`src/rtl/bcm_pkg.sv`:
```
// constants, types and state layout of the boot code memory mapper
// What this block does
// - boot ROM 0x0000-0x07FF, flash spans 0x0000-0xFFFF
// - every reset starts execution from boot ROM
// - boot select high runs programming routine
// - boot select low branches to entry stub
// - initially flash in data space, writable, unexecutable
// - ROM and stub overlay flash while mapped
// - stub unmaps ROM, maps flash, jumps 0x0000
// - writing zero to map bit unmaps stub
// - memory lock blocks external access and debugger
package bcm_pkg;
  localparam logic [7:0]  BCM_CFG_ADDR    = 8'hFF;
  localparam logic [7:0]  BCM_CFG_RESET   = 8'h00;
  localparam int          BCM_STUB_MAP_POS = 7;
  localparam int          BCM_ISP_EN_POS  = 6;
  localparam int          BCM_EM_MSB      = 5;
  localparam int          BCM_EM_LSB      = 3;
  localparam int          BCM_FB_POS      = 1;
  localparam int          BCM_BE_POS      = 0;
  localparam logic [15:0] BCM_ROM_FIRST   = 16'h0000;
  localparam logic [15:0] BCM_ROM_LAST    = 16'h07FF;
  localparam logic [15:0] BCM_STUB_FIRST  = 16'hFFF7;
  localparam logic [15:0] BCM_STUB_LAST   = 16'hFFFF;
  localparam logic [15:0] BCM_APP_START   = 16'h0000;
  localparam logic [1:0]  BCM_SETTLE_CNT  = 2'h2;

  typedef enum logic [1:0] { BCM_BOOT, BCM_ISP, BCM_ENTRY, BCM_APP } bcm_phase_t;
  typedef enum logic [1:0] { BCM_SEL_NONE, BCM_SEL_ROM, BCM_SEL_STUB, BCM_SEL_FLASH } bcm_src_t;

  typedef struct packed {
    bcm_phase_t  phase;
    logic        ispRun;
    logic [1:0]  pinSync;
    logic [1:0]  settle;
    logic        bootSel;
    logic [7:0]  cfg;
    logic        romMapped;
    logic        stubMapped;
    logic        flashInCode;
    bcm_src_t    fetchSel;
    logic        fetchValid;
    logic        dataFlashSel;
    logic        flashWrEn;
    logic [7:0]  sfrRdata;
    logic        jumpReq;
    logic        extAccessEn;
    logic        debugEn;
  } bcm_state_t;
endpackage : bcm_pkg

```
`src/rtl/bcm_mapper.sv`:
```
// code memory map controller: boot ROM, entry stub and code flash steering
`timescale 1ns/1ps
module bcm_mapper
  import bcm_pkg::*;
(
  // clock and reset
  input  wire logic        sys_clk,
  input  wire logic        rstn,
  // board pin
  input  wire logic        bootSelectPin,
  // core code fetch
  input  wire logic        fetchReq,
  input  wire logic [15:0] fetchAddr,
  // core data access
  input  wire logic        dataReq,
  input  wire logic        dataWe,
  input  wire logic [15:0] dataAddr,
  // core special register path
  input  wire logic        sfrWe,
  input  wire logic        sfrRe,
  input  wire logic [7:0]  sfrAddr,
  input  wire logic [7:0]  sfrWdata,
  // entry stub remap strobe
  input  wire logic        remapReq,
  // on-chip status
  input  wire logic        flashBusy,
  input  wire logic        memLock,
  // map results
  output logic [1:0]       fetchSel,
  output logic             fetchValid,
  output logic             dataFlashSel,
  output logic             flashWrEn,
  // register read data
  output logic [7:0]       sfrRdata,
  // boot flow
  output logic [1:0]       bootPhase,
  output logic             ispRun,
  output logic             jumpReq,
  output logic [15:0]      jumpAddr,
  // lock gating
  output logic             extAccessEn,
  output logic             debugEn
);

  bcm_state_t st;
  bcm_state_t next_st;

  ////////////////////////////////////////////////////////////////////////
  // next state
  always_comb begin
    next_st = st;
    next_st.jumpReq = 1'b0;
    // two-flop sync; only the second stage is read
    next_st.pinSync = {st.pinSync[0], bootSelectPin};
    // boot flow: choose only after the sync chain has filled
    case (st.phase)
      BCM_BOOT: begin
        if (st.settle != BCM_SETTLE_CNT) begin
          next_st.settle = st.settle + 2'h1;
        end else begin
          next_st.bootSel = st.pinSync[1];
          next_st.phase = st.pinSync[1] ? BCM_ISP : BCM_ENTRY;
        end
      end
      BCM_ISP: begin
        next_st.phase = BCM_ISP;
      end
      BCM_ENTRY: begin
        // remap only honoured while the stub itself is running
        if (remapReq) begin
          next_st.romMapped = 1'b0;
          next_st.flashInCode = 1'b1;
          next_st.jumpReq = 1'b1;
          next_st.phase = BCM_APP;
        end
      end
      BCM_APP: begin
        next_st.phase = BCM_APP;
      end
      default: begin
        next_st.phase = BCM_BOOT;
      end
    endcase
    // configuration register written by the core
    if (sfrWe && sfrAddr == BCM_CFG_ADDR) begin
      next_st.cfg[BCM_STUB_MAP_POS] = sfrWdata[BCM_STUB_MAP_POS];
      next_st.cfg[BCM_ISP_EN_POS] = sfrWdata[BCM_ISP_EN_POS];
      next_st.cfg[BCM_EM_MSB:BCM_EM_LSB] = sfrWdata[BCM_EM_MSB:BCM_EM_LSB];
      if (!sfrWdata[BCM_STUB_MAP_POS]) begin
        next_st.stubMapped = 1'b0;
      end
    end
    // register read, reserved bit reads zero, status bits live
    next_st.sfrRdata = 8'h00;
    if (sfrRe && sfrAddr == BCM_CFG_ADDR) begin
      next_st.sfrRdata = st.cfg;
      next_st.sfrRdata[BCM_FB_POS] = flashBusy;
      next_st.sfrRdata[BCM_BE_POS] = st.bootSel;
    end
    // code fetch decode: overlays win over flash
    next_st.fetchValid = fetchReq;
    next_st.fetchSel = BCM_SEL_NONE;
    if (fetchReq) begin
      if (st.romMapped && fetchAddr <= BCM_ROM_LAST) begin
        next_st.fetchSel = BCM_SEL_ROM;
      end else if (st.stubMapped && fetchAddr >= BCM_STUB_FIRST) begin
        next_st.fetchSel = BCM_SEL_STUB;
      end else if (st.flashInCode) begin
        next_st.fetchSel = BCM_SEL_FLASH;
      end
    end
    // flash is a data-space target only until it moves to code space
    next_st.dataFlashSel = dataReq && !st.flashInCode;
    next_st.flashWrEn = dataReq && dataWe && !st.flashInCode;
    // lock gates outside access and the debugger
    next_st.extAccessEn = !memLock;
    next_st.debugEn = !memLock;
    // phase decode held in a flop so the port comes straight from a register
    next_st.ispRun = (next_st.phase == BCM_ISP);
  end

  ////////////////////////////////////////////////////////////////////////
  // state register; reset brings back the boot ROM map
  always_ff @(posedge sys_clk or negedge rstn) begin
    if (!rstn) begin
      st.phase <= BCM_BOOT;
      st.ispRun <= 1'b0;
      st.pinSync <= 2'h0;
      st.settle <= 2'h0;
      st.bootSel <= 1'b0;
      st.cfg <= BCM_CFG_RESET;
      st.romMapped <= 1'b1;
      st.stubMapped <= 1'b1;
      st.flashInCode <= 1'b0;
      st.fetchSel <= BCM_SEL_NONE;
      st.fetchValid <= 1'b0;
      st.dataFlashSel <= 1'b0;
      st.flashWrEn <= 1'b0;
      st.sfrRdata <= 8'h00;
      st.jumpReq <= 1'b0;
      st.extAccessEn <= 1'b0;
      st.debugEn <= 1'b0;
    end else begin
      st <= next_st;
    end
  end

  ////////////////////////////////////////////////////////////////////////
  // outputs straight from the state flops, except jumpAddr tied to BCM_APP_START
  assign fetchSel     = st.fetchSel;
  assign fetchValid   = st.fetchValid;
  assign dataFlashSel = st.dataFlashSel;
  assign flashWrEn    = st.flashWrEn;
  assign sfrRdata     = st.sfrRdata;
  assign bootPhase    = st.phase;
  assign ispRun       = st.ispRun;
  assign jumpReq      = st.jumpReq;
  assign jumpAddr     = BCM_APP_START;
  assign extAccessEn  = st.extAccessEn;
  assign debugEn      = st.debugEn;

  ////////////////////////////////////////////////////////////////////////
  // checks
  rom_window_a : assert property (@(posedge sys_clk) disable iff (!rstn)
    (st.romMapped && fetchReq && fetchAddr <= 16'h07FF) |=> (fetchSel == BCM_SEL_ROM))
    else $error("low fetch not sent to boot rom");

  rom_after_boot_a : assert property (@(posedge sys_clk) disable iff (!rstn)
    (st.phase == BCM_BOOT) |-> (st.romMapped && !st.flashInCode))
    else $error("boot phase without rom map");

  isp_path_a : assert property (@(posedge sys_clk) disable iff (!rstn)
    (st.phase == BCM_BOOT && st.settle == 2'h2 && st.pinSync[1]) |=> (ispRun && st.bootSel))
    else $error("high boot select did not start isp");

  entry_path_a : assert property (@(posedge sys_clk) disable iff (!rstn)
    (st.phase == BCM_BOOT && st.settle == 2'h2 && !st.pinSync[1]) |=> (bootPhase == BCM_ENTRY && !ispRun))
    else $error("low boot select did not reach entry stub");

  flash_data_a : assert property (@(posedge sys_clk) disable iff (!rstn)
    (!st.flashInCode && dataReq && dataWe) |=> (flashWrEn && dataFlashSel && fetchSel != BCM_SEL_FLASH))
    else $error("initial flash map wrong");

  stub_window_a : assert property (@(posedge sys_clk) disable iff (!rstn)
    (st.stubMapped && fetchReq && fetchAddr >= 16'hFFF7 && !(st.romMapped && fetchAddr <= 16'h07FF))
    |=> (fetchSel == BCM_SEL_STUB))
    else $error("top fetch not sent to stub");

  remap_jump_a : assert property (@(posedge sys_clk) disable iff (!rstn)
    (st.phase == BCM_ENTRY && remapReq) |=> (jumpReq && jumpAddr == 16'h0000 && !st.romMapped
    && st.flashInCode) ##1 !jumpReq)
    else $error("remap did not move flash or jump");

  stub_unmap_a : assert property (@(posedge sys_clk) disable iff (!rstn)
    (sfrWe && sfrAddr == 8'hFF && !sfrWdata[7]) |=> (!st.stubMapped && !st.cfg[7]))
    else $error("map bit write did not unmap stub");

  lock_gate_a : assert property (@(posedge sys_clk) disable iff (!rstn)
    memLock |=> (!extAccessEn && !debugEn))
    else $error("lock did not block access");

  top_flash_a : assert property (@(posedge sys_clk) disable iff (!rstn)
    (!st.stubMapped && st.flashInCode && fetchReq && fetchAddr >= 16'hFFF7) |=> (fetchSel == BCM_SEL_FLASH))
    else $error("top fetch not from flash after unmap");

  cfg_write_a : assert property (@(posedge sys_clk) disable iff (!rstn)
    (sfrWe && sfrAddr == 8'hFF) |=> (st.cfg[6:3] == $past(sfrWdata[6:3])))
    else $error("config write lost");

  fetch_valid_a : assert property (@(posedge sys_clk) disable iff (!rstn)
    fetchReq |=> fetchValid)
    else $error("fetch request not answered");

  sfr_other_a : assert property (@(posedge sys_clk) disable iff (!rstn)
    (sfrRe && sfrAddr != 8'hFF) |=> (sfrRdata == 8'h00))
    else $error("foreign register read not zero");

  cfg_read_a : assert property (@(posedge sys_clk) disable iff (!rstn)
    (sfrRe && sfrAddr == 8'hFF) |=> (!sfrRdata[2] && sfrRdata[0] == $past(st.bootSel)))
    else $error("config read layout wrong");

  data_refused_a : assert property (@(posedge sys_clk) disable iff (!rstn)
    (st.flashInCode && dataReq) |=> (!dataFlashSel && !flashWrEn))
    else $error("flash still in data space after remap");

  isp_hold_a : assert property (@(posedge sys_clk) disable iff (!rstn)
    (st.phase == BCM_ISP && remapReq) |=> (ispRun && !jumpReq))
    else $error("remap honoured outside entry stub");

endmodule : bcm_mapper

```
`config.mk`:
```
export PLATFORM = sky130hd
export DESIGN_NAME = bcm_mapper
export DESIGN_NICKNAME = d
export VERILOG_FILES = /design/src/rtl/bcm_pkg.sv /design/src/rtl/bcm_mapper.sv
export SDC_FILE = /design/constraint.sdc
export NUM_CORES = 1
export LEC_CHECK = 0
export BUFFER_PORTS_ARGS = -buffer_cell sky130_fd_sc_hd__buf_2
export CAP_MARGIN = 20
export CELL_PAD_IN_SITES_DETAIL_PLACEMENT = 1
export CELL_PAD_IN_SITES_GLOBAL_PLACEMENT = 1
export CORE_MARGIN = 2
export CORE_UTILIZATION = 29
export DETAILED_ROUTE_END_ITERATION = 7
export GPL_TIMING_DRIVEN = 1
export PLACE_DENSITY = 0.81
export SKIP_LAST_GASP = 1
export SYNTH_ARGS = -nofsm -noshare
export SYNTH_HDL_FRONTEND = slang
export SYNTH_SLANG_ARGS = --single-unit
```
`constraint.sdc`:
```
create_clock -name sys_clk -period 1.5 [get_ports sys_clk]
set_input_delay 0.225 -clock sys_clk [delete_from_list [all_inputs] [get_ports sys_clk]]
set_output_delay 0.225 -clock sys_clk [all_outputs]
set_load 0.05 [all_outputs]
```
==> reports/summary.txt <==
fillers: 542
Min Clock Period, post-route: 1320 ps
r2r startpoint: st[28]$_DFFE_PN0P_
crit path launch: st[28]$_DFFE_PN0P_
cell row count: 25
power density cells: 998 nW/um2
Layout Skew: 5.56 ps
total iterations of the first detailed-routing run: 4
Buffers on Ports: 57
post-synth top area share: 0.508
Synth top cells by count: buf_4, dfrtp_1, and2_1, inv_1, mux2_2
Worst VDD drop: 0.354 mV
ratio of final minimum period to clock period: 0.877
GRT Total Usage: 0.0995
Post-synth EDFFs: 0
Syn Inst Count: 116
status: finished clean
Synth async-reset ratio: 1.00
Data required, critical path: 1650 ps
total gr overflow: 0
Final #Nets: 229
CTS tree: built
P_sw: 0.431 mW
Hold Path Class: input pin to flop
Post-synth top flop: dfrtp_1
CORE AREA: 4660 um2
ANT cells: 0
routability congestion estimate: 0.661
first-pass GRT wire length: 3.85 mm
Detail Placement HPWL: 1.96 mm
register area share after synthesis: 0.546
die footprint: 5320 um2
final WL: 2.40 mm
Die Span X: 73.0 um
flop and latch count out of synthesis: 30
Bufs and invs on worst path: 1
CTS Sinks: 30
max-cap violation count: 0
initial antenna violation count: 0
crit-path max FO: 4
DRC viols: 0
Comb pwr share: 0.133
Final setup viols: 0
YS warnings: 0
fin util: 0.360
Antenna Nets Post-Route: 0
Pleak: 0.907 nW
Hold Path Origin: bootSelectPin
IO Pins: 94
Yosys cell types: 31
DRT iter0 DRCs: 17
Initial Utilization: 0.296
DR vias: 934
fin cells: 223
layout cells sized above 1: 0.456
leading area contributor after synthesis: dfrtp_1
drt via density: 4.19
Synth Area per Inst: 11.9 um2
DP Cell Count: 215
leading post-synthesis cells by cell area: dfrtp_1, buf_4, mux2_2, and2_1, dfstp_2
H-Tree Depth: 2
post-CTS sizing: 0
most common cell in the netlist: buf_4
total CTS buffers: 5
WS Path Type: flop to flop
Fin Setup TNS: 0 ps
Clock Latency Late Sink: 270 ps
pin count of the biggest net entering global routing: 31
Final Slew Violations: 0
Reg clk slew, reported paths: 50 ps
delay-heaviest family, CP: simple AND/OR/NAND/NOR gates
Routed WL per cell: 10.8 um
die height: 73.0 um
worst path cell trace: inv_1, ha_1, or3_1, nand2_1, o21ai_0
P_int: 1.24 mW
Switching Fraction: 0.257
final hold violation count: 0
vias in the first global route: 906
RSZ-0062 raised after global routing: false
slowest stage delay, CP: 410 ps
CTS root buf: clkbuf_8
startpoint types: flop
clk buf depth: 2
Reg power frac: 0.496
Netlist Area Pre-Place: 1380 um2
highest clock rate: 0.760 GHz
Layout area overhead: 21.7%
Clock power frac: 0.372
Slowest-stage cell, CP: or3_1
CP endpoint kind: flop
Critical Path AT: 1460 ps
[per-stage QoR]
stage / worst slack [ps] / area, um2 / hold slack (ps) / total power, mW
floorplan: 266 / 1440 / -70.6 / 1.02
global placement: 188 / 1580 / 261 / 1.06
detailed placement: 183 / 1580 / 260 / 1.07
CTS: 177 / 1680 / 54.9 / 1.71
global route: 123 / 1680 / 53.5 / 1.77
finish: 185 / 1680 / 64.5 / 1.67
[power groups by stage]
| stage | sequential (mW) | clock [mW] | combinational (mW) |
|---|---|---|---|
| final | 0.830 | 0.622 | 0.222 |
| after global routing | 0.831 | 0.694 | 0.241 |
| after CTS | 0.830 | 0.660 | 0.225 |
| after detailed placement | 0.845 | 0 | 0.223 |
| after global placement | 0.843 | 0 | 0.220 |
| after floorplan | 0.863 | 0 | 0.155 |
[cell usage in the layout, fill, tap and decap left out, drive strengths merged, types with 3 or more instances in the layout]
cell / n
buf: 58
a21oi: 4
nand4: 4
clkbuf: 7
mux2: 6
dfrtp: 28
nor2b: 3
inv: 6
nand2: 4
conb: 17
and2: 9
[cells by family after synthesis]
logic type,share of synthesized area
compound gates,0.0545
xor+xnor,0.00635
fa+ha+maj,0.00907
buf+inv,0.174
flops,0.546
mux,0.0490
other cells,0.00272
simple gates,0.158
[worst reg2reg max path: stages (launching register included)]
cell     delay (ps)
dfrtp_1         350
inv_1            50
ha_1            220
or3_1           410
nand2_1          90
o21ai_0          80
[area by class of cell]
cell class	count	area, um2	area share
clock buffers	7	86.3	0.0515
inverters	6	22.5	0.0134
multi-input cells	67	445	0.265
repair buffers	59	303	0.180
well taps	54	67.6	0.0403
flip-flops and latches	30	753	0.449
[worst paths after layout]
check                                        endpoint  slack [ps]  cells after the start
worst max-delay path               st[29]$_DFFE_PN0P_         180                      5
worst min-delay path            next_st[31]$_DFF_PN0_          60                      1
worst max register to register     st[29]$_DFFE_PN0P_         180                      5
worst min register to register       st[31]$_DFF_PN0_         360                      0
max in group asynchronous          st[17]$_DFFE_PN1P_         690                      3
min in group asynchronous       sfrRdata[6]$_DFF_PN0_         490                      3
[what timing repair did]
action	in CTS	in global routing
setup buffers	0	0
hold endpoints to repair	28	0
hold buffers	1	0
[state kept, by name, summed over array words and instances, names as in the netlist]
signal	cells
fetchSel	2
debugEn	1
flashWrEn	1
jumpReq	1
bootPhase	2
ispRun	1
sfrRdata	7
fetchValid	1
dataFlashSel	1
next_st	1
st	12
[metal layers]
| metal | vias to the layer above | routed length, um | track usage |
|---|---|---|---|
| met5 | - | 0 | 0 |
| met4 | 0 | 64 | 0.0617 |
| met3 | 4 | 230 | 0.0456 |
| met2 | 48 | 1180 | 0.156 |
| met1 | 437 | 924 | 0.110 |
| li1 | 445 | - | - |
Power figures use the tool's default switching activity.
